--- src/lpm_pkg.sv ---
// Shared constants and types for the low-power mode controller
package lpm_pkg;

  // ----------------------------------------
  // Register map
  // ----------------------------------------
  localparam logic [7:0] OFS_CTRL = 8'h00;
  localparam logic [7:0] OFS_STAT = 8'h04;

  // Control register field positions
  localparam int CTRL_IDLE = 0;
  localparam int CTRL_PD = 1;
  localparam int CTRL_EXTP = 2;
  localparam int CTRL_EN0 = 3;
  localparam int CTRL_EN1 = 4;
  localparam int CTRL_LVL0 = 5;
  localparam int CTRL_LVL1 = 6;
  localparam int CTRL_W = 7;
  localparam logic [CTRL_W-1:0] CTRL_RST = 7'h00;

  // Status register field positions
  localparam int STAT_MODE = 0;
  localparam int STAT_OSC = 3;
  localparam int STAT_EMU = 4;
  localparam int STAT_WK0 = 5;
  localparam int STAT_WK1 = 6;

  // ----------------------------------------
  // Timing
  // ----------------------------------------
  localparam int CLK_MHZ = 125;
  localparam int MACH_CLKS = 12;
  localparam int RST_MACH = 2;
  localparam int RST_CLKS = RST_MACH * MACH_CLKS;
  localparam logic [4:0] RST_CNT_MAX = 5'(RST_CLKS);
  localparam logic [3:0] PH_LAST = 4'(MACH_CLKS - 1);
  // Strobe phases inside one machine cycle
  localparam logic [3:0] PH_ALE_A = 4'h0;
  localparam logic [3:0] PH_ALE_B = 4'h6;
  localparam logic [3:0] PH_PS_A = 4'h3;
  localparam logic [3:0] PH_PS_B = 4'h9;
  localparam logic [3:0] PH_LEN_ALE = 4'h2;
  localparam logic [3:0] PH_LEN_PS = 4'h3;

  // ----------------------------------------
  // Types
  // ----------------------------------------
  typedef enum logic [2:0] {
    ST_RUN, ST_IDLE, ST_RST_EXIT, ST_PDOWN, ST_PD_WAKE, ST_EMU
  } lpm_state_t;

  typedef struct packed {
    logic irq1_lvl;
    logic irq0_lvl;
    logic irq1_en;
    logic irq0_en;
    logic ext_prog;
    logic pd_req;
    logic idle_req;
  } lpm_ctrl_t;

  typedef struct packed {
    logic ale_o;
    logic ale_oe;
    logic pstb_o;
    logic pstb_oe;
    logic p0_float;
    logic p2_addr;
    logic ports_weak;
  } lpm_pins_t;

endpackage

--- src/lpm_ctrl.sv ---
// Low-power mode controller: idle, power down and emulation float
module lpm_ctrl (
  // Clock and reset
  input wire logic pclk,
  input wire logic presetn,
  // APB slave
  input wire logic psel,
  input wire logic penable,
  input wire logic pwrite,
  input wire logic [7:0] paddr,
  input wire logic [31:0] pwdata,
  output logic [31:0] prdata,
  output logic pready,
  output logic pslverr,
  // Reset pin and wake sources
  input wire logic rst_pin,
  input wire logic ext_irq_zero_n,
  input wire logic ext_irq_one_n,
  input wire logic irq_pending,
  // Processor side
  input wire logic xdata_cyc,
  output logic cpu_halt,
  output logic periph_run,
  output logic osc_en,
  output logic ram_block,
  output logic sys_reset,
  output logic cpu_resume,
  output logic [1:0] resume_src,
  // Strobe pins, sampled inputs and drive
  input wire logic ale_i,
  input wire logic program_store_strobe_i,
  output logic ale_o,
  output logic ale_oe,
  output logic program_store_strobe_o,
  output logic program_store_strobe_oe,
  // Port control
  output logic p0_float,
  output logic p2_addr,
  output logic ports_weak
);

  // ----------------------------------------
  // Reset qualifier and strobe timing
  // ----------------------------------------
  logic rst_hold;
  logic ale_run;
  logic pstb_run;
  lpm_pkg::lpm_ctrl_t ctrl_q, ctrl_d;

  lpm_rst_filter u_rst (
    .pclk(pclk),
    .presetn(presetn),
    .rst_pin(rst_pin),
    .rst_hold(rst_hold)
  );

  lpm_strobe_gen u_strobe (
    .pclk(pclk),
    .presetn(presetn),
    .ext_prog(ctrl_q.ext_prog),
    .xdata_cyc(xdata_cyc),
    .ale(ale_run),
    .pstb(pstb_run)
  );

  // ----------------------------------------
  // State
  // ----------------------------------------
  lpm_pkg::lpm_state_t st_q, st_d;
  logic rst_hold_q;
  logic strap_q, strap_d;
  logic emu_q, emu_d;
  logic [1:0] wake_q, wake_d;
  logic resume_q, resume_d;
  logic [1:0] rsrc_q, rsrc_d;
  logic [31:0] rdata_q, rdata_d;
  logic wr_acc;
  logic hit_ctrl;
  logic hit_stat;
  logic wake0;
  logic wake1;

  assign hit_ctrl = (paddr == lpm_pkg::OFS_CTRL);
  assign hit_stat = (paddr == lpm_pkg::OFS_STAT);
  assign wr_acc = psel && penable && pwrite && hit_ctrl;

  // Wake pins qualify only when enabled and level-sensitive
  assign wake0 = !ext_irq_zero_n && ctrl_q.irq0_en
                 && ctrl_q.irq0_lvl;
  assign wake1 = !ext_irq_one_n && ctrl_q.irq1_en
                 && ctrl_q.irq1_lvl;

  always_comb begin
    st_d = st_q;
    ctrl_d = ctrl_q;
    strap_d = strap_q;
    emu_d = emu_q;
    wake_d = wake_q;
    resume_d = 1'b0;
    rsrc_d = rsrc_q;
    if (rst_hold) begin
      // Control registers reload, RAM is not touched
      ctrl_d = lpm_pkg::CTRL_RST;
      wake_d = 2'b00;
      emu_d = 1'b0;
      st_d = lpm_pkg::ST_RUN;
      if (!ale_i && program_store_strobe_i) begin
        strap_d = 1'b1;
      end
    end else if (rst_hold_q) begin
      // Release of reset: strap still low enters emulation float
      strap_d = 1'b0;
      if (strap_q && !ale_i) begin
        emu_d = 1'b1;
        st_d = lpm_pkg::ST_EMU;
      end
    end else begin
      case (st_q)
        lpm_pkg::ST_RUN: begin
          if (ctrl_q.pd_req) begin
            st_d = lpm_pkg::ST_PDOWN;
          end else if (ctrl_q.idle_req) begin
            st_d = lpm_pkg::ST_IDLE;
          end
        end
        lpm_pkg::ST_IDLE: begin
          if (rst_pin) begin
            st_d = lpm_pkg::ST_RST_EXIT;
          end else if (irq_pending) begin
            st_d = lpm_pkg::ST_RUN;
            ctrl_d.idle_req = 1'b0;
          end
        end
        lpm_pkg::ST_RST_EXIT: begin
          // Reset not held long enough: fall back to running
          if (!rst_pin) begin
            st_d = lpm_pkg::ST_RUN;
            ctrl_d.idle_req = 1'b0;
          end
        end
        lpm_pkg::ST_PDOWN: begin
          if (wake0 || wake1) begin
            st_d = lpm_pkg::ST_PD_WAKE;
            wake_d = {wake1, wake0};
          end
        end
        lpm_pkg::ST_PD_WAKE: begin
          // Exit completes once the waking pin is high again
          if ((!wake_q[0] || ext_irq_zero_n) &&
              (!wake_q[1] || ext_irq_one_n)) begin
            st_d = lpm_pkg::ST_RUN;
            ctrl_d.pd_req = 1'b0;
            resume_d = 1'b1;
            rsrc_d = wake_q;
          end
        end
        lpm_pkg::ST_EMU: begin
          st_d = lpm_pkg::ST_EMU;
        end
        default: begin
          st_d = lpm_pkg::ST_RUN;
        end
      endcase
      // Writes land in every state except power down and its wake exit
      if (wr_acc && st_q != lpm_pkg::ST_PDOWN &&
          st_q != lpm_pkg::ST_PD_WAKE) begin
        ctrl_d = lpm_pkg::lpm_ctrl_t'(pwdata[lpm_pkg::CTRL_W-1:0]);
      end
    end
  end

  // ----------------------------------------
  // APB read data, captured in the setup phase
  // ----------------------------------------
  always_comb begin
    rdata_d = rdata_q;
    if (psel && !penable) begin
      rdata_d = 32'h0000_0000;
      if (hit_ctrl) begin
        rdata_d[lpm_pkg::CTRL_W-1:0] = ctrl_q;
      end else if (hit_stat) begin
        rdata_d[lpm_pkg::STAT_MODE +: 3] = st_q;
        rdata_d[lpm_pkg::STAT_OSC] = osc_en;
        rdata_d[lpm_pkg::STAT_EMU] = emu_q;
        rdata_d[lpm_pkg::STAT_WK0] = wake_q[0];
        rdata_d[lpm_pkg::STAT_WK1] = wake_q[1];
      end
    end
  end

  always_ff @(posedge pclk or negedge presetn) begin
    if (!presetn) begin
      st_q <= lpm_pkg::ST_RUN;
      ctrl_q <= lpm_pkg::CTRL_RST;
      rst_hold_q <= 1'b0;
      strap_q <= 1'b0;
      emu_q <= 1'b0;
      wake_q <= 2'b00;
      resume_q <= 1'b0;
      rsrc_q <= 2'b00;
      rdata_q <= 32'h0000_0000;
    end else begin
      st_q <= st_d;
      ctrl_q <= ctrl_d;
      rst_hold_q <= rst_hold;
      strap_q <= strap_d;
      emu_q <= emu_d;
      wake_q <= wake_d;
      resume_q <= resume_d;
      rsrc_q <= rsrc_d;
      rdata_q <= rdata_d;
    end
  end

  assign prdata = rdata_q;
  assign pready = psel && penable;
  assign pslverr = psel && penable && !hit_ctrl
                   && !(hit_stat && !pwrite);

  // ----------------------------------------
  // Processor and clock control
  // ----------------------------------------
  logic in_pd;
  assign in_pd = (st_q == lpm_pkg::ST_PDOWN) ||
                 (st_q == lpm_pkg::ST_PD_WAKE);

  assign cpu_halt = rst_hold || in_pd || emu_q ||
                    (st_q == lpm_pkg::ST_IDLE);
  assign periph_run = !in_pd;
  // Oscillator restarts on a qualifying low wake pin or a reset pin
  assign osc_en = (st_q != lpm_pkg::ST_PDOWN) || rst_pin;
  assign ram_block = rst_hold || in_pd || (st_q == lpm_pkg::ST_IDLE)
                     || (st_q == lpm_pkg::ST_RST_EXIT);
  assign sys_reset = rst_hold;
  assign cpu_resume = resume_q;
  assign resume_src = rsrc_q;

  // ----------------------------------------
  // Pin states per mode
  // ----------------------------------------
  lpm_pkg::lpm_pins_t pins;

  always_comb begin
    pins.ale_o = ale_run;
    pins.ale_oe = !rst_hold;
    pins.pstb_o = pstb_run;
    pins.pstb_oe = 1'b1;
    pins.p0_float = 1'b0;
    pins.p2_addr = ctrl_q.ext_prog;
    pins.ports_weak = 1'b0;
    if (emu_q) begin
      // Drivers off; weak pull-ups hold strobes and ports high
      pins.ale_o = 1'b1;
      pins.ale_oe = 1'b0;
      pins.pstb_o = 1'b1;
      pins.pstb_oe = 1'b0;
      pins.p0_float = 1'b1;
      pins.p2_addr = 1'b0;
      pins.ports_weak = 1'b1;
    end else if (in_pd) begin
      pins.ale_o = 1'b0;
      pins.pstb_o = 1'b0;
      pins.p0_float = ctrl_q.ext_prog;
      pins.p2_addr = 1'b0;
    end else if (st_q == lpm_pkg::ST_IDLE) begin
      pins.ale_o = 1'b1;
      pins.pstb_o = 1'b1;
      pins.p0_float = ctrl_q.ext_prog;
      pins.p2_addr = ctrl_q.ext_prog;
    end
  end

  assign ale_o = pins.ale_o;
  assign ale_oe = pins.ale_oe;
  assign program_store_strobe_o = pins.pstb_o;
  assign program_store_strobe_oe = pins.pstb_oe;
  assign p0_float = pins.p0_float;
  assign p2_addr = pins.p2_addr;
  assign ports_weak = pins.ports_weak;

endmodule

--- src/lpm_rst_filter.sv ---
// Reset pin qualifier: recognises a reset held for two machine cycles
module lpm_rst_filter (
  // Clock and reset
  input wire logic pclk,
  input wire logic presetn,
  // Reset pin level
  input wire logic rst_pin,
  // Recognised reset, high while the pin stays high
  output logic rst_hold
);

  logic [4:0] cnt_q, cnt_d;

  always_comb begin
    cnt_d = cnt_q;
    if (!rst_pin) begin
      cnt_d = 5'h00;
    end else if (cnt_q != lpm_pkg::RST_CNT_MAX) begin
      cnt_d = cnt_q + 5'h01;
    end
  end

  always_ff @(posedge pclk or negedge presetn) begin
    if (!presetn) begin
      cnt_q <= 5'h00;
    end else begin
      cnt_q <= cnt_d;
    end
  end

  assign rst_hold = (cnt_q == lpm_pkg::RST_CNT_MAX);

endmodule

--- src/lpm_strobe_gen.sv ---
// Machine-cycle strobe generator for the address latch and program strobes
module lpm_strobe_gen (
  // Clock and reset
  input wire logic pclk,
  input wire logic presetn,
  // Bus activity
  input wire logic ext_prog,
  input wire logic xdata_cyc,
  // Free-running strobes
  output logic ale,
  output logic pstb
);

  logic [3:0] ph_q, ph_d;
  logic ale_q, ale_d;
  logic pstb_q, pstb_d;

  always_comb begin
    ph_d = (ph_q == lpm_pkg::PH_LAST) ? 4'h0 : ph_q + 4'h1;
    // Two latch pulses per machine cycle, second one skipped on xdata
    ale_d = (ph_d >= lpm_pkg::PH_ALE_A &&
             ph_d < lpm_pkg::PH_ALE_A + lpm_pkg::PH_LEN_ALE) ||
            (!xdata_cyc && ph_d >= lpm_pkg::PH_ALE_B &&
             ph_d < lpm_pkg::PH_ALE_B + lpm_pkg::PH_LEN_ALE);
    // Program strobe low twice per cycle for external code only, none during xdata cycles
    pstb_d = !(ext_prog && !xdata_cyc &&
               ((ph_d >= lpm_pkg::PH_PS_A &&
                 ph_d < lpm_pkg::PH_PS_A + lpm_pkg::PH_LEN_PS) ||
                (ph_d >= lpm_pkg::PH_PS_B &&
                 ph_d < lpm_pkg::PH_PS_B + lpm_pkg::PH_LEN_PS)));
  end

  always_ff @(posedge pclk or negedge presetn) begin
    if (!presetn) begin
      ph_q <= lpm_pkg::PH_LAST;
      ale_q <= 1'b0;
      pstb_q <= 1'b1;
    end else begin
      ph_q <= ph_d;
      ale_q <= ale_d;
      pstb_q <= pstb_d;
    end
  end

  assign ale = ale_q;
  assign pstb = pstb_q;

endmodule

--- config.mk ---
export PLATFORM = sky130hd
export DESIGN_NAME = lpm_ctrl
export DESIGN_NICKNAME = d
export VERILOG_FILES = /design/src/lpm_pkg.sv /design/src/lpm_ctrl.sv /design/src/lpm_rst_filter.sv /design/src/lpm_strobe_gen.sv
export SDC_FILE = /design/constraint.sdc
export NUM_CORES = 1
export LEC_CHECK = 0
export CAP_MARGIN = 20
export CORE_MARGIN = 1
export CORE_UTILIZATION = 45
export DETAILED_ROUTE_END_ITERATION = 8
export DONT_BUFFER_PORTS = 1
export GPL_ROUTABILITY_DRIVEN = 0
export PLACE_DENSITY_LB_ADDON = 0.1
export SKIP_LAST_GASP = 1
export SYNTH_ARGS = -nofsm -noshare
export SYNTH_HDL_FRONTEND = slang
export SYNTH_SLANG_ARGS = --single-unit
--- constraint.sdc ---
create_clock -name pclk -period 2.3 [get_ports pclk]
set_input_delay 0 -clock pclk [delete_from_list [all_inputs] [get_ports pclk]]
set_output_delay 0 -clock pclk [all_outputs]
set_load 0.01 [all_outputs]
==> reports/summary.md, run 1 <==
The final layout contains 304 nets. The tools report the remaining global-route overflow as 0. The sequential cell area in the final layout came out at 906 µm².

Setup slack closes at 0.306 ns. The post-CTS setup buffer count was 0. The design draws 1.76 mW. Proportion of synthesized area in mux cells: 0.0508.

The vias per cell was 5.22. Async set-reset flop share out of synthesis: 1.00. In this run, the number of DRC markers left after iteration 0 of detailed routing was 63. The largest single stage delay on the critical path is 0.56 ns. The floorplan step set the die height to 71.8 µm.

Derived from the worst setup path, the maximum achievable clock frequency is 501 MHz. For the number of placement rows, the log shows 25. For this run, the leading register cell type out of synthesis is sky130_fd_sc_hd__dfrtp_1. The routed layout has 1,575 vias. The combinational family with the most area after synthesis was simple AND/OR/NAND/NOR gates. In this run the tool buffered the top-level ports with 0 buffer cells. For the worst setup path, the data required time is 2.52 ns. The repair_antennas step left the layout with diodes totalling 0. The final sum of negative setup slack was 0 ns. Counting flops and latches in the post-synthesis netlist gives 36. Total stage count of the critical path: 8.

The worst reg2reg path depth was 8; the worst slack on hold paths was 0.0117 ns. For the cell count after placement, the log shows 280. The number of slew-limit violations in the final report is 0. The x dimension of the die was 71.8 µm; the post-placement setup slack was 0.492 ns.

The run gives 4370 µm as the final routed wirelength across all metal layers. The share of layout cells above drive strength 1 came out at 0.125. Entering global routing, the biggest net connects 37 pins.

The area share of xor/xnor cells in the synthesized design is 0.0160. The run gives 5150 µm² as the overall die area. Compared with the post-synthesis result, the final layout area differs by 8.45%. The complex-gate fraction of the synthesized area works out to 0.142. The slew at the pin closest to its max-slew limit works out to 0.877 ns. The fraction of the mapped netlist area in adder cells was 0.0285. The tools report the number of hold buffers added after cts as 14. The library cell contributing the largest single delay on the critical path was sky130_fd_sc_hd__dlygate4sd3_1.

The wire-length estimate of the detail-placed layout is 3070 µm. The path class of the tightest hold or removal check is primary input to flip-flop. After the flow finishes, the layout carries non-filler instances totaling 302. For this run, the number of Yosys warnings is 0. 101 I/O pins were placed. The number of standard cells after synthesis is 233. The H-tree was split into 2 levels.

The root buffer cell chosen for the clock tree is sky130_fd_sc_hd__clkbuf_8. The later pin in the worst-skew pair is clocked with a latency of 0.29 ns. The tools report the data arrival time at the worst-slack endpoint as 2.21 ns. The setup path with the least slack is of type flip-flop to flip-flop. The buffering stage count on the worst path with inverters included came out at 4. Counting the fill cells in the layout gives 465. The tools report the via count of the first global-routing pass as 1,446.

The largest fanout on the critical path was 18. The simple-gate share of the synthesized area is 0.204. The final core area utilization came out at 0.507. Counting I/O delays and the setup requirement, the final critical path takes 1.99 ns. Per-cell routed wire length: 14.5 µm.

TritonCTS built the clock tree. IR analysis of the VDD net gives a maximum drop of 0.000338 V. The run gives 0 as the number of violations of the max-capacitance limit. In the final layout, the multi-input gates occupy 1060 µm². The final count of hold timing violations is 0.

Clock-pin slew was measured on the worst setup and hold paths at 0.07 ns. The tools report the starting density of the core as 0.467. The endpoint type of the worst setup path was a flip-flop. After routing the design area is 2380 µm².

Across the routed clock network, the largest skew measured is 0.00786 ns. In this run the static leakage power is 1.17 nW. STA classifies the critical path startpoint as a flip-flop. The cell area that synthesis handed to floorplanning was 2190 µm². Setup violations remaining at the end of the flow were counted as 0. The flow ran to the end, and the final reports show no timing, DRC or antenna violations. The headroom to the max-slew limit is 0.414. Before antenna repair, the detailed router went through 4 iterations.

The count of unresolved DRC violations after routing was 0; the number of distinct library cells after synthesis was 52. The tools report the clock tree buffer depth as 2. The tools report the remaining number of nets flagged by the antenna check after routing as 0. The tools report the overall fraction of global-route tracks in use as 0.189. Clock tree synthesis inserted a total of 5 buffers. The placeable core region was 4690 µm²; the CTS sink count was 36.

Traced cell by cell, the critical path runs through inv_1, ha_1, nand4b_1, inv_2, buf_4, a31oi_1, dlygate4sd3_1, a21oi_1. The logs give 2130 µm² for the instance area after placement and 0 for the number of instances resized during post-cts repair. The period utilization is 0.867. The number of stages on the worst hold path works out to 3. Power spread over the standard cell area amounts to 740 nW/µm². The cell family contributing the most delay on the critical path is buffers and inverters.

The initial antenna violation count was 0. Post-synthesis sequential area ratio: 0.413. The synthesized design contains 0 enable-type register cells.

Setup repair after global routing left no endpoint under its margin. The average instance in the mapped netlist occupies 9.41 µm². The first global-routing pass estimated 7310 µm of wire.
## synthesized netlist by cell type, types with 5 or more instances
| master | instances | share of area |
|---|---|---|
| sky130_fd_sc_hd__dfrtp_1 | 32 | 0.37 |
| sky130_fd_sc_hd__buf_4 | 26 | 0.089 |
| sky130_fd_sc_hd__nor2_1 | 21 | 0.036 |
| sky130_fd_sc_hd__inv_1 | 18 | 0.031 |
| sky130_fd_sc_hd__nand2_1 | 16 | 0.027 |
| sky130_fd_sc_hd__a21oi_1 | 14 | 0.032 |
| sky130_fd_sc_hd__mux2i_1 | 10 | 0.046 |
| sky130_fd_sc_hd__o21ai_0 | 9 | 0.021 |
| sky130_fd_sc_hd__a22oi_1 | 7 | 0.024 |
| sky130_fd_sc_hd__nor3_1 | 7 | 0.016 |
| sky130_fd_sc_hd__clkbuf_1 | 5 | 0.0086 |
| sky130_fd_sc_hd__ha_1 | 5 | 0.029 |
| sky130_fd_sc_hd__nand3b_1 | 5 | 0.017 |
## power breakdown
part           internal, mW  leakage (nW)  total [mW]  switching [mW]
Combinational         0.224         0.654       0.495           0.271
Sequential            0.690         0.463       0.798           0.108
Clock                 0.239        0.0510       0.467           0.228
## flip-flops by register name (all words and copies together) (netlist names)
name           flops
cpu_resume         1
ctrl_q             7
emu_q              1
prdata             7
resume_src         2
rst_hold_q         1
st_q               3
strap_q            1
u_rst.cnt_q        5
u_strobe.ale       1
u_strobe.ph_q      4
u_strobe.pstb      1
wake_q             2
## worst paths after layout
path | start | end | slack [ns]
max | u_rst.cnt_q[0] | strap_q | 0.31
min | rst_pin | st_q[1] | 0.01
max reg2reg | u_rst.cnt_q[0] | strap_q | 0.31
min reg2reg | ctrl_q[2] | u_strobe.pstb | 0.53
max in group asynchronous | presetn | u_strobe.ph_q[1] | 1.89
min in group asynchronous | presetn | ctrl_q[0] | 0.15
## placed cells by master (no fill, tap or decap), drive strengths merged, types with 2 or more instances in the layout
cell / netlist / final
xnor2: 2 / 2
dfstp: 4 / 4
conb: 1 / 25
a21boi: 3 / 3
and2: 3 / 3
nand2: 17 / 17
nor2b: 2 / 2
nor3: 7 / 7
clkinv: 0 / 2
mux2i: 10 / 10
a22oi: 7 / 7
and3: 4 / 4
a21oi: 14 / 14
a31oi: 2 / 2
clkbuf: 5 / 6
buf: 30 / 5
xor2: 2 / 2
or2: 2 / 2
or3: 2 / 2
dfrtp: 32 / 32
ha: 5 / 5
dlygate4sd3: 0 / 13
nand3b: 5 / 5
inv: 19 / 19
nor2: 22 / 22
nand3: 4 / 4
o21ai: 11 / 11
## cells by family after synthesis
logic type / count (synthesis)
mux: 11
compound gates: 45
buf+inv: 54
simple gates: 77
other cells: 1
flops: 36
xor+xnor: 4
fa+ha+maj: 5
## metal layers
layer  GRT usage  wire (µm)  vias to the layer above
li1            -          -                      776
met1       0.264       2070                      744
met2       0.276       2010                       50
met3      0.0577        216                        5
met4      0.0719         68                        0
met5           0          0                        -
## final cells by class
class,count,share of cell area
clock buffers,6,0.0347
clock inverters,2,0.00421
inverters,19,0.0300
multi-input cells,167,0.446
flip-flops and latches,36,0.381
well taps,54,0.0284
repair buffers,18,0.0758
## worst reg2reg max path: stages, from the launching register on
cell                            delay [ns]
sky130_fd_sc_hd__dfrtp_1              0.41
sky130_fd_sc_hd__inv_1                0.09
sky130_fd_sc_hd__ha_1                 0.14
sky130_fd_sc_hd__nand4b_1             0.14
sky130_fd_sc_hd__inv_2                0.09
sky130_fd_sc_hd__buf_4                0.24
sky130_fd_sc_hd__a31oi_1              0.12
sky130_fd_sc_hd__dlygate4sd3_1        0.56
sky130_fd_sc_hd__a21oi_1              0.11
(Power assumes the default switching activity.)
==> run 2: changes to the inputs <==
CORE_UTILIZATION = 65   (was 45)
==> reports/summary.md, run 2 (synthesis gave the netlist of run 1 again) <==
The run finished with clean final reports. The logs give 0 (unchanged) for the remaining number of nets flagged by the antenna check after routing and 101 (unchanged) for the number of placed I/O pins. The worst reg2reg path depth was 8 (unchanged); the final sum of negative setup slack was 0 ns (unchanged). Area occupied by multi-input gates: 1060 µm² (unchanged).

The total number of vias is 1,674 (was 1,575), and the largest net degree at the start of global routing is 37 (unchanged). The tools report the data arrival time at the worst-slack endpoint as 2.37 ns (was 2.21 ns). For the maximum resistive drop on vdd, the log shows 0.000346 V (was 0.000338 V).

The count of buffers from port buffering is 0 (unchanged), and the insertion delay to the later sink of the worst-skew pair is 0.36 ns (was 0.29 ns). Path category of the worst min-delay check: primary input to flip-flop (unchanged). The logs give 0 (unchanged) for the antenna diode count and 2 (unchanged) for the clock tree buffer depth.

The tools report the sequential cell fraction of total power as 0.488 (was 0.453). Endpoint of the most critical setup path: strap_q (unchanged). The tools report the clock root buffer master as sky130_fd_sc_hd__clkbuf_4 (was sky130_fd_sc_hd__clkbuf_8). The startpoint of the most critical register-to-register path was u_rst.cnt_q[0] (unchanged). The logs give 36 (unchanged) for the CTS sink count and 0.20 ns (was 0.31 ns) for the minimum setup slack among reg-to-reg paths.

The tools report the number of instances resized during post-cts repair as 0 (unchanged). The vias per cell came out at 5.73 (was 5.22). The remaining global-route overflow is 0 (unchanged). The largest fanout on the critical path was 18 (unchanged); the number of hold buffers added after cts was 16 (was 14). The number of violations of the max-capacitance limit came out at 0 (unchanged). The via count of the first global-routing pass is 1,538 (was 1,446). The leakage power figure is 1.15 nW (was 1.17 nW). Required time of the critical path: 2.58 ns (was 2.52 ns).

The number of buffers created by CTS is 5 (unchanged). For the overall die area, the log shows 3610 µm² (was 5150 µm²). The vertical extent of the die was 60.1 µm (was 71.8 µm). The number of filler cells placed in the layout was 247 (was 465). Internal portion of total power: 1.05 mW (was 1.15 mW). The post-synthesis to final-layout area growth was 6.68% (was 8.45%). Commonest non-fill, non-tap cells in the layout: sky130_fd_sc_hd__dfrtp_1, sky130_fd_sc_hd__conb_1, sky130_fd_sc_hd__nor2_1, sky130_fd_sc_hd__inv_1, sky130_fd_sc_hd__nand2_1 (unchanged). Fmax: 477 MHz (was 501 MHz). The clock-pin slew reported for the worst setup and hold paths after clock tree synthesis was 0.11 ns (was 0.07 ns). The number of slew-limit violations in the final report was 0 (unchanged); the placeable core region was 3130 µm² (was 4690 µm²). The period utilization was 0.911 (was 0.867); the initial antenna violation count was 0 (unchanged). The share of layout cells above drive strength 1 came out at 0.117 (was 0.125).

The headroom to the max-slew limit was 0.463 (was 0.414). The sequential cell area in the final layout was 906 µm² (unchanged). Post-layout net count: 304 (unchanged).

Setup repair after global routing left no endpoint under its margin. The capturing point of the worst reg2reg path was strap_q (unchanged). The run gives 6930 µm (was 7310 µm) as the global-route wire length before repair. Launching element of the worst setup path: u_rst.cnt_q[0] (unchanged). The combinational group share of total power was 0.293 (was 0.281); the slew at the pin closest to its max-slew limit was 0.805 ns (was 0.877 ns). The final routed wirelength across all metal layers came out at 4530 µm (was 4370 µm). The x dimension of the die is 60.1 µm (was 71.8 µm), and the final count of hold timing violations is 0 (unchanged).

For the starting density of the core, the log shows 0.701 (was 0.467). The logs give 2340 µm² (was 2380 µm²) for the area of all placed cells without fillers and 4 (unchanged) for the detailed-routing iteration count for the pre-antenna-repair pass. Most common cell after layout, fill and taps aside: sky130_fd_sc_hd__dfrtp_1 (unchanged). The post-DP HPWL came out at 3160 µm (was 3070 µm). The final worst clock skew is 0.0123 ns (was 0.00786 ns), and the relative contribution of the clock network to total power is 0.220 (was 0.265). The logs give 2110 µm² (was 2130 µm²) for the instance area after placement and 0 (unchanged) for the count of unresolved DRC violations after routing. The post-CTS setup buffer count was 0 (unchanged); the reported net switching power was 0.608 mW (was 0.607 mW).

The tools report the power after layout as 1.66 mW (was 1.76 mW). The tools report the nature of the critical path startpoint as a flip-flop (unchanged). TritonCTS built the clock tree. The power per unit of standard cell area is 710 nW/µm² (was 740 nW/µm²), and the detailed router's first-iteration violation count is 118 (was 63).

Final critical path time including I/O delays and setup: 2.10 ns (was 1.99 ns). Kind of critical path: flip-flop to flip-flop (unchanged). Overall fraction of global-route tracks in use: 0.267 (was 0.189). The proportion of total power due to net switching was 0.366 (was 0.345); the number of setup violations in the final report was 0 (unchanged). Number of placement rows: 20 (was 25).

The total number of H-tree levels was 2 (unchanged). The tools report the endpoint type of the worst setup path as a flip-flop (unchanged). Per-cell routed wire length: 15.5 µm (was 14.5 µm).
-- run 2: changes by cell type in the layout (fill, tap and decap cells not counted), sizes merged --
cell and delta:
buf -2, dlygate4sd3 +2
-- run 2: how the worst min path moves through the flow --
| stage | from | to | cells after the start |
|---|---|---|---|
| after floorplan | presetn | cpu_resume | 0 |
| after global placement | presetn | u_rst.cnt_q[0] | 0 |
| after detailed placement | presetn | u_rst.cnt_q[0] | 0 |
| after CTS | ale_i | st_q[1] | 3 |
| after global routing | ale_i | st_q[1] | 3 |
| final | ale_i | st_q[1] | 3 |
-- run 2: area by class of cell --
type                    count  area share
well taps                  44      0.0235
inverters                  19      0.0305
repair buffers             18      0.0792
flip-flops and latches     36       0.387
multi-input cells         167       0.453
clock inverters             2     0.00428
clock buffers               6      0.0219
-- run 2: routing by layer --
layer | vias up | GRT usage | wire length [µm]
met5 | - | 0 | 0
met4 | 0 | 0.150 | 92
met3 | 10 | 0.0563 | 274
met2 | 78 | 0.433 | 2340
met1 | 810 | 0.328 | 1830
li1 | 776 | - | -
-- run 2: metrics by stage --
step / hold slack, ns / cells / setup slack (ns) / utilization
final: 0.0366 / 292 / 0.204 / 0.748
after global routing: 0.0561 / 292 / 0.103 / 0.748
after CTS: 0.0375 / 292 / 0.243 / 0.748
after detailed placement: -0.295 / 268 / 0.442 / 0.674
after global placement: -0.295 / 268 / 0.493 / 0.674
after floorplan: -0.296 / 257 / 0.725 / -
-- run 2: power groups by stage --
stage	logic (mW)	registers, mW	clock network [mW]
2_1_floorplan	0.513	0.743	0
3_3_place_gp	0.434	0.814	0
5_1_grt	0.534	0.819	0.389
6_report	0.486	0.810	0.365
4_1_cts	0.488	0.808	0.370
3_5_place_dp	0.448	0.821	0
-- run 2: critical path: stages (launching register included) --
cell,delay (ns)
sky130_fd_sc_hd__dfrtp_1,0.42
sky130_fd_sc_hd__inv_1,0.09
sky130_fd_sc_hd__ha_1,0.15
sky130_fd_sc_hd__nand4b_1,0.16
sky130_fd_sc_hd__inv_2,0.10
sky130_fd_sc_hd__buf_4,0.25
sky130_fd_sc_hd__a31oi_1,0.13
sky130_fd_sc_hd__dlygate4sd3_1,0.58
sky130_fd_sc_hd__a21oi_1,0.14
==> run 3: changes to the inputs <==
CORE_UTILIZATION = 63   (was 65)
clock period = 2.4 ns   (was 2.3 ns; I/O delays follow)
==> reports/summary.md, run 3 (synthesis gave the netlist of run 1 again) <==
The run finished with clean final reports. The length of routed met2 wiring came out at 2050 µm (was 2340 µm). Setup repair after global routing left no endpoint under its margin. The internal portion of total power was 1.09 mW (was 1.05 mW). Clock root buffer master: sky130_fd_sc_hd__clkbuf_4 (unchanged). Post-synthesis to final-layout area growth: 7.82% (was 6.68%). The library cell contributing the largest single delay on the critical path is sky130_fd_sc_hd__dlygate4sd3_1 (unchanged). The largest fanout on the critical path was 18 (unchanged); the number of placed I/O pins was 101 (unchanged). The sequential cell fraction of total power is 0.467 (was 0.488), and the final worst clock skew is 0.00972 ns (was 0.0123 ns).

The proportion of total power due to net switching was 0.344 (was 0.366); the cell count after placement was 271 (was 268). The vertical extent of the die was 61.0 µm (was 60.1 µm). The detailed router's first-iteration violation count is 63 (was 118). The tools report the endpoint type of the worst setup path as a flip-flop (unchanged). TritonCTS built the clock tree.

Per-cell routed wire length: 14.4 µm (was 15.5 µm). The count of unresolved DRC violations after routing came out at 0 (unchanged). The family with the most delay on the worst path is buffers and inverters (unchanged). The path category of the worst min-delay check is primary input to flip-flop (unchanged). The CTS sink count is 36 (unchanged), and the largest net degree at the start of global routing is 37 (unchanged). The most common cell after layout, fill and taps aside was sky130_fd_sc_hd__dfrtp_1 (unchanged). Number of buffers created by CTS: 5 (unchanged). The required time of the critical path is 2.67 ns (was 2.58 ns), and the maximum resistive drop on vdd is 0.000419 V (was 0.000346 V). The count of buffers from port buffering came out at 0 (unchanged).

The run gives 3020 µm (was 3160 µm) as the post-DP HPWL. The nature of the critical path startpoint was a flip-flop (unchanged). Post-layout net count: 305 (was 304). The kind of critical path was flip-flop to flip-flop (unchanged).

The detailed-routing wirelength on met1 is 1930 µm (was 1830 µm), and the via count of the first global-routing pass is 1,480 (was 1,538). The number of setup violations in the final report came out at 0 (unchanged). The run gives 16 (unchanged) as the number of hold buffers added after cts. The logs give 0.35 ns (was 0.36 ns) for the insertion delay to the later sink of the worst-skew pair and 1.16 nW (was 1.15 nW) for the leakage power figure. The vias per cell came out at 5.51 (was 5.73). Final critical path time including I/O delays and setup: 2.03 ns (was 2.10 ns). The number of slew-limit violations in the final report was 0 (unchanged); the final sum of negative setup slack was 0 ns (unchanged). The share of layout cells above drive strength 1 works out to 0.116 (was 0.117). The tools report the overall die area as 3720 µm² (was 3610 µm²). The global-route wire length before repair is 6760 µm (was 6930 µm).

The tools report the initial antenna violation count as 0 (unchanged). The relative contribution of the clock network to total power was 0.254 (was 0.220); the power per unit of standard cell area was 702 nW/µm² (was 710 nW/µm²). The clock-pin slew reported for the worst setup and hold paths after clock tree synthesis was 0.11 ns (about the same). The maximum single-stage delay on the critical path was 0.56 ns (was 0.58 ns); the post-CTS setup buffer count was 0 (unchanged).

For the sum of met3 wire segment lengths after detailed routing, the log shows 211 µm (was 274 µm). Slew at the pin closest to its max-slew limit: 0.773 ns (was 0.805 ns). The starting density of the core came out at 0.657 (was 0.701).

The highest signal layer in the routed design was met4 (unchanged). The run gives 0 (unchanged) as the antenna diode count. The logs give 0 (unchanged) for the number of instances resized during post-cts repair and 0 (unchanged) for the number of violations of the max-capacitance limit. For the remaining global-route overflow, the log shows 0 (unchanged). The run gives 4240 µm (was 4530 µm) as the final routed wirelength across all metal layers.

The logs give 2.30 ns (was 2.37 ns) for the data arrival time at the worst-slack endpoint and 295 (was 292) for the filler-free cell count of the finished design. The x dimension of the die was 61.0 µm (was 60.1 µm). The total number of vias is 1,625 (was 1,674). Final count of hold timing violations: 0 (unchanged). The combinational group share of total power is 0.280 (was 0.293). The run gives 0.572 mW (was 0.608 mW) as the reported net switching power.

The fmax was 491 MHz (was 477 MHz). The number of placement rows came out at 21 (was 20). The run gives 2 (unchanged) as the clock tree buffer depth.

Sequence of cells on the critical path: inv_1, ha_1, nand4b_1, inv_2, buf_4, a31oi_1, dlygate4sd3_1, a21oi_1 (unchanged). The placeable core region is 3340 µm² (was 3130 µm²), and the detailed-routing iteration count for the pre-antenna-repair pass is 4 (unchanged). The number of filler cells placed in the layout was 262 (was 247); the headroom to the max-slew limit was 0.484 (was 0.463).

Buffering stage count on the worst path with inverters included: 4 (unchanged). The remaining number of nets flagged by the antenna check after routing was 0 (unchanged); the total number of H-tree levels was 2 (unchanged). The overall fraction of global-route tracks in use came out at 0.253 (was 0.267). Period utilization: 0.848 (was 0.911). Commonest non-fill, non-tap cells in the layout: sky130_fd_sc_hd__dfrtp_1, sky130_fd_sc_hd__conb_1, sky130_fd_sc_hd__nor2_1, sky130_fd_sc_hd__inv_1, sky130_fd_sc_hd__nand2_1 (unchanged).
[run 3: changes by cell type in the layout (fill, tap and decap cells not counted), sizes merged]
cell / change
clkinv: -1
bufinv: +1
buf: +1
[run 3: final timing paths]
| path | startpoint | endpoint | slack (ns) | cells after the start |
|---|---|---|---|---|
| worst min register to register | ctrl_q[2] | u_strobe.pstb | 0.55 | 1 |
| max in group asynchronous | presetn | u_strobe.ph_q[3] | 2.05 | 2 |
| worst max register to register | u_rst.cnt_q[0] | strap_q | 0.37 | 8 |
| worst min-delay path | rst_pin | ctrl_q[0] | 0.04 | 4 |
| worst max-delay path | u_rst.cnt_q[0] | strap_q | 0.37 | 8 |
| min in group asynchronous | presetn | prdata[0] | 0.08 | 2 |
[run 3: power groups by stage]
| stage | Combinational, mW | Sequential (mW) | Clock, mW |
|---|---|---|---|
| after global placement | 0.418 | 0.781 | 0 |
| final | 0.464 | 0.775 | 0.421 |
| after CTS | 0.466 | 0.771 | 0.429 |
| after global routing | 0.513 | 0.784 | 0.457 |
| after detailed placement | 0.429 | 0.783 | 0 |
| after floorplan | 0.492 | 0.712 | 0 |
[run 3: final cells by class]
cell class | instances | area [µm²] | area share
clock buffers | 6 | 41.3 | 0.0175
clock inverters | 2 | 35.0 | 0.0148
inverters | 19 | 71.3 | 0.0302
multi-input cells | 167 | 1060 | 0.448
flip-flops and latches | 36 | 906 | 0.383
well taps | 46 | 57.6 | 0.0244
repair buffers | 19 | 193 | 0.0815
[run 3: stage by stage]
step | worst slack, ns | power [mW] | util | instance area [µm²] | hold WS, ns
2_1_floorplan | 0.825 | 1.20 | - | 2280 | -0.296
3_3_place_gp | 0.550 | 1.20 | 0.634 | 2120 | -0.295
3_5_place_dp | 0.510 | 1.21 | 0.634 | 2120 | -0.295
4_1_cts | 0.373 | 1.67 | 0.708 | 2360 | 0.0408
5_1_grt | 0.264 | 1.75 | 0.708 | 2360 | 0.0693
6_report | 0.365 | 1.66 | 0.708 | 2360 | 0.0404
[run 3: worst reg2reg max path: stages (launching register included)]
cell and delay (ns):
sky130_fd_sc_hd__dfrtp_1 0.43, sky130_fd_sc_hd__inv_1 0.09, sky130_fd_sc_hd__ha_1 0.15, sky130_fd_sc_hd__nand4b_1 0.14, sky130_fd_sc_hd__inv_2 0.09, sky130_fd_sc_hd__buf_4 0.25, sky130_fd_sc_hd__a31oi_1 0.12, sky130_fd_sc_hd__dlygate4sd3_1 0.56
sky130_fd_sc_hd__a21oi_1 0.13
[run 3: metal layers]
metal  track usage  vias up
met5             0        -
met4         0.104        0
met3        0.0469        5
met2         0.405       70
met1         0.341      775
li1              -      775
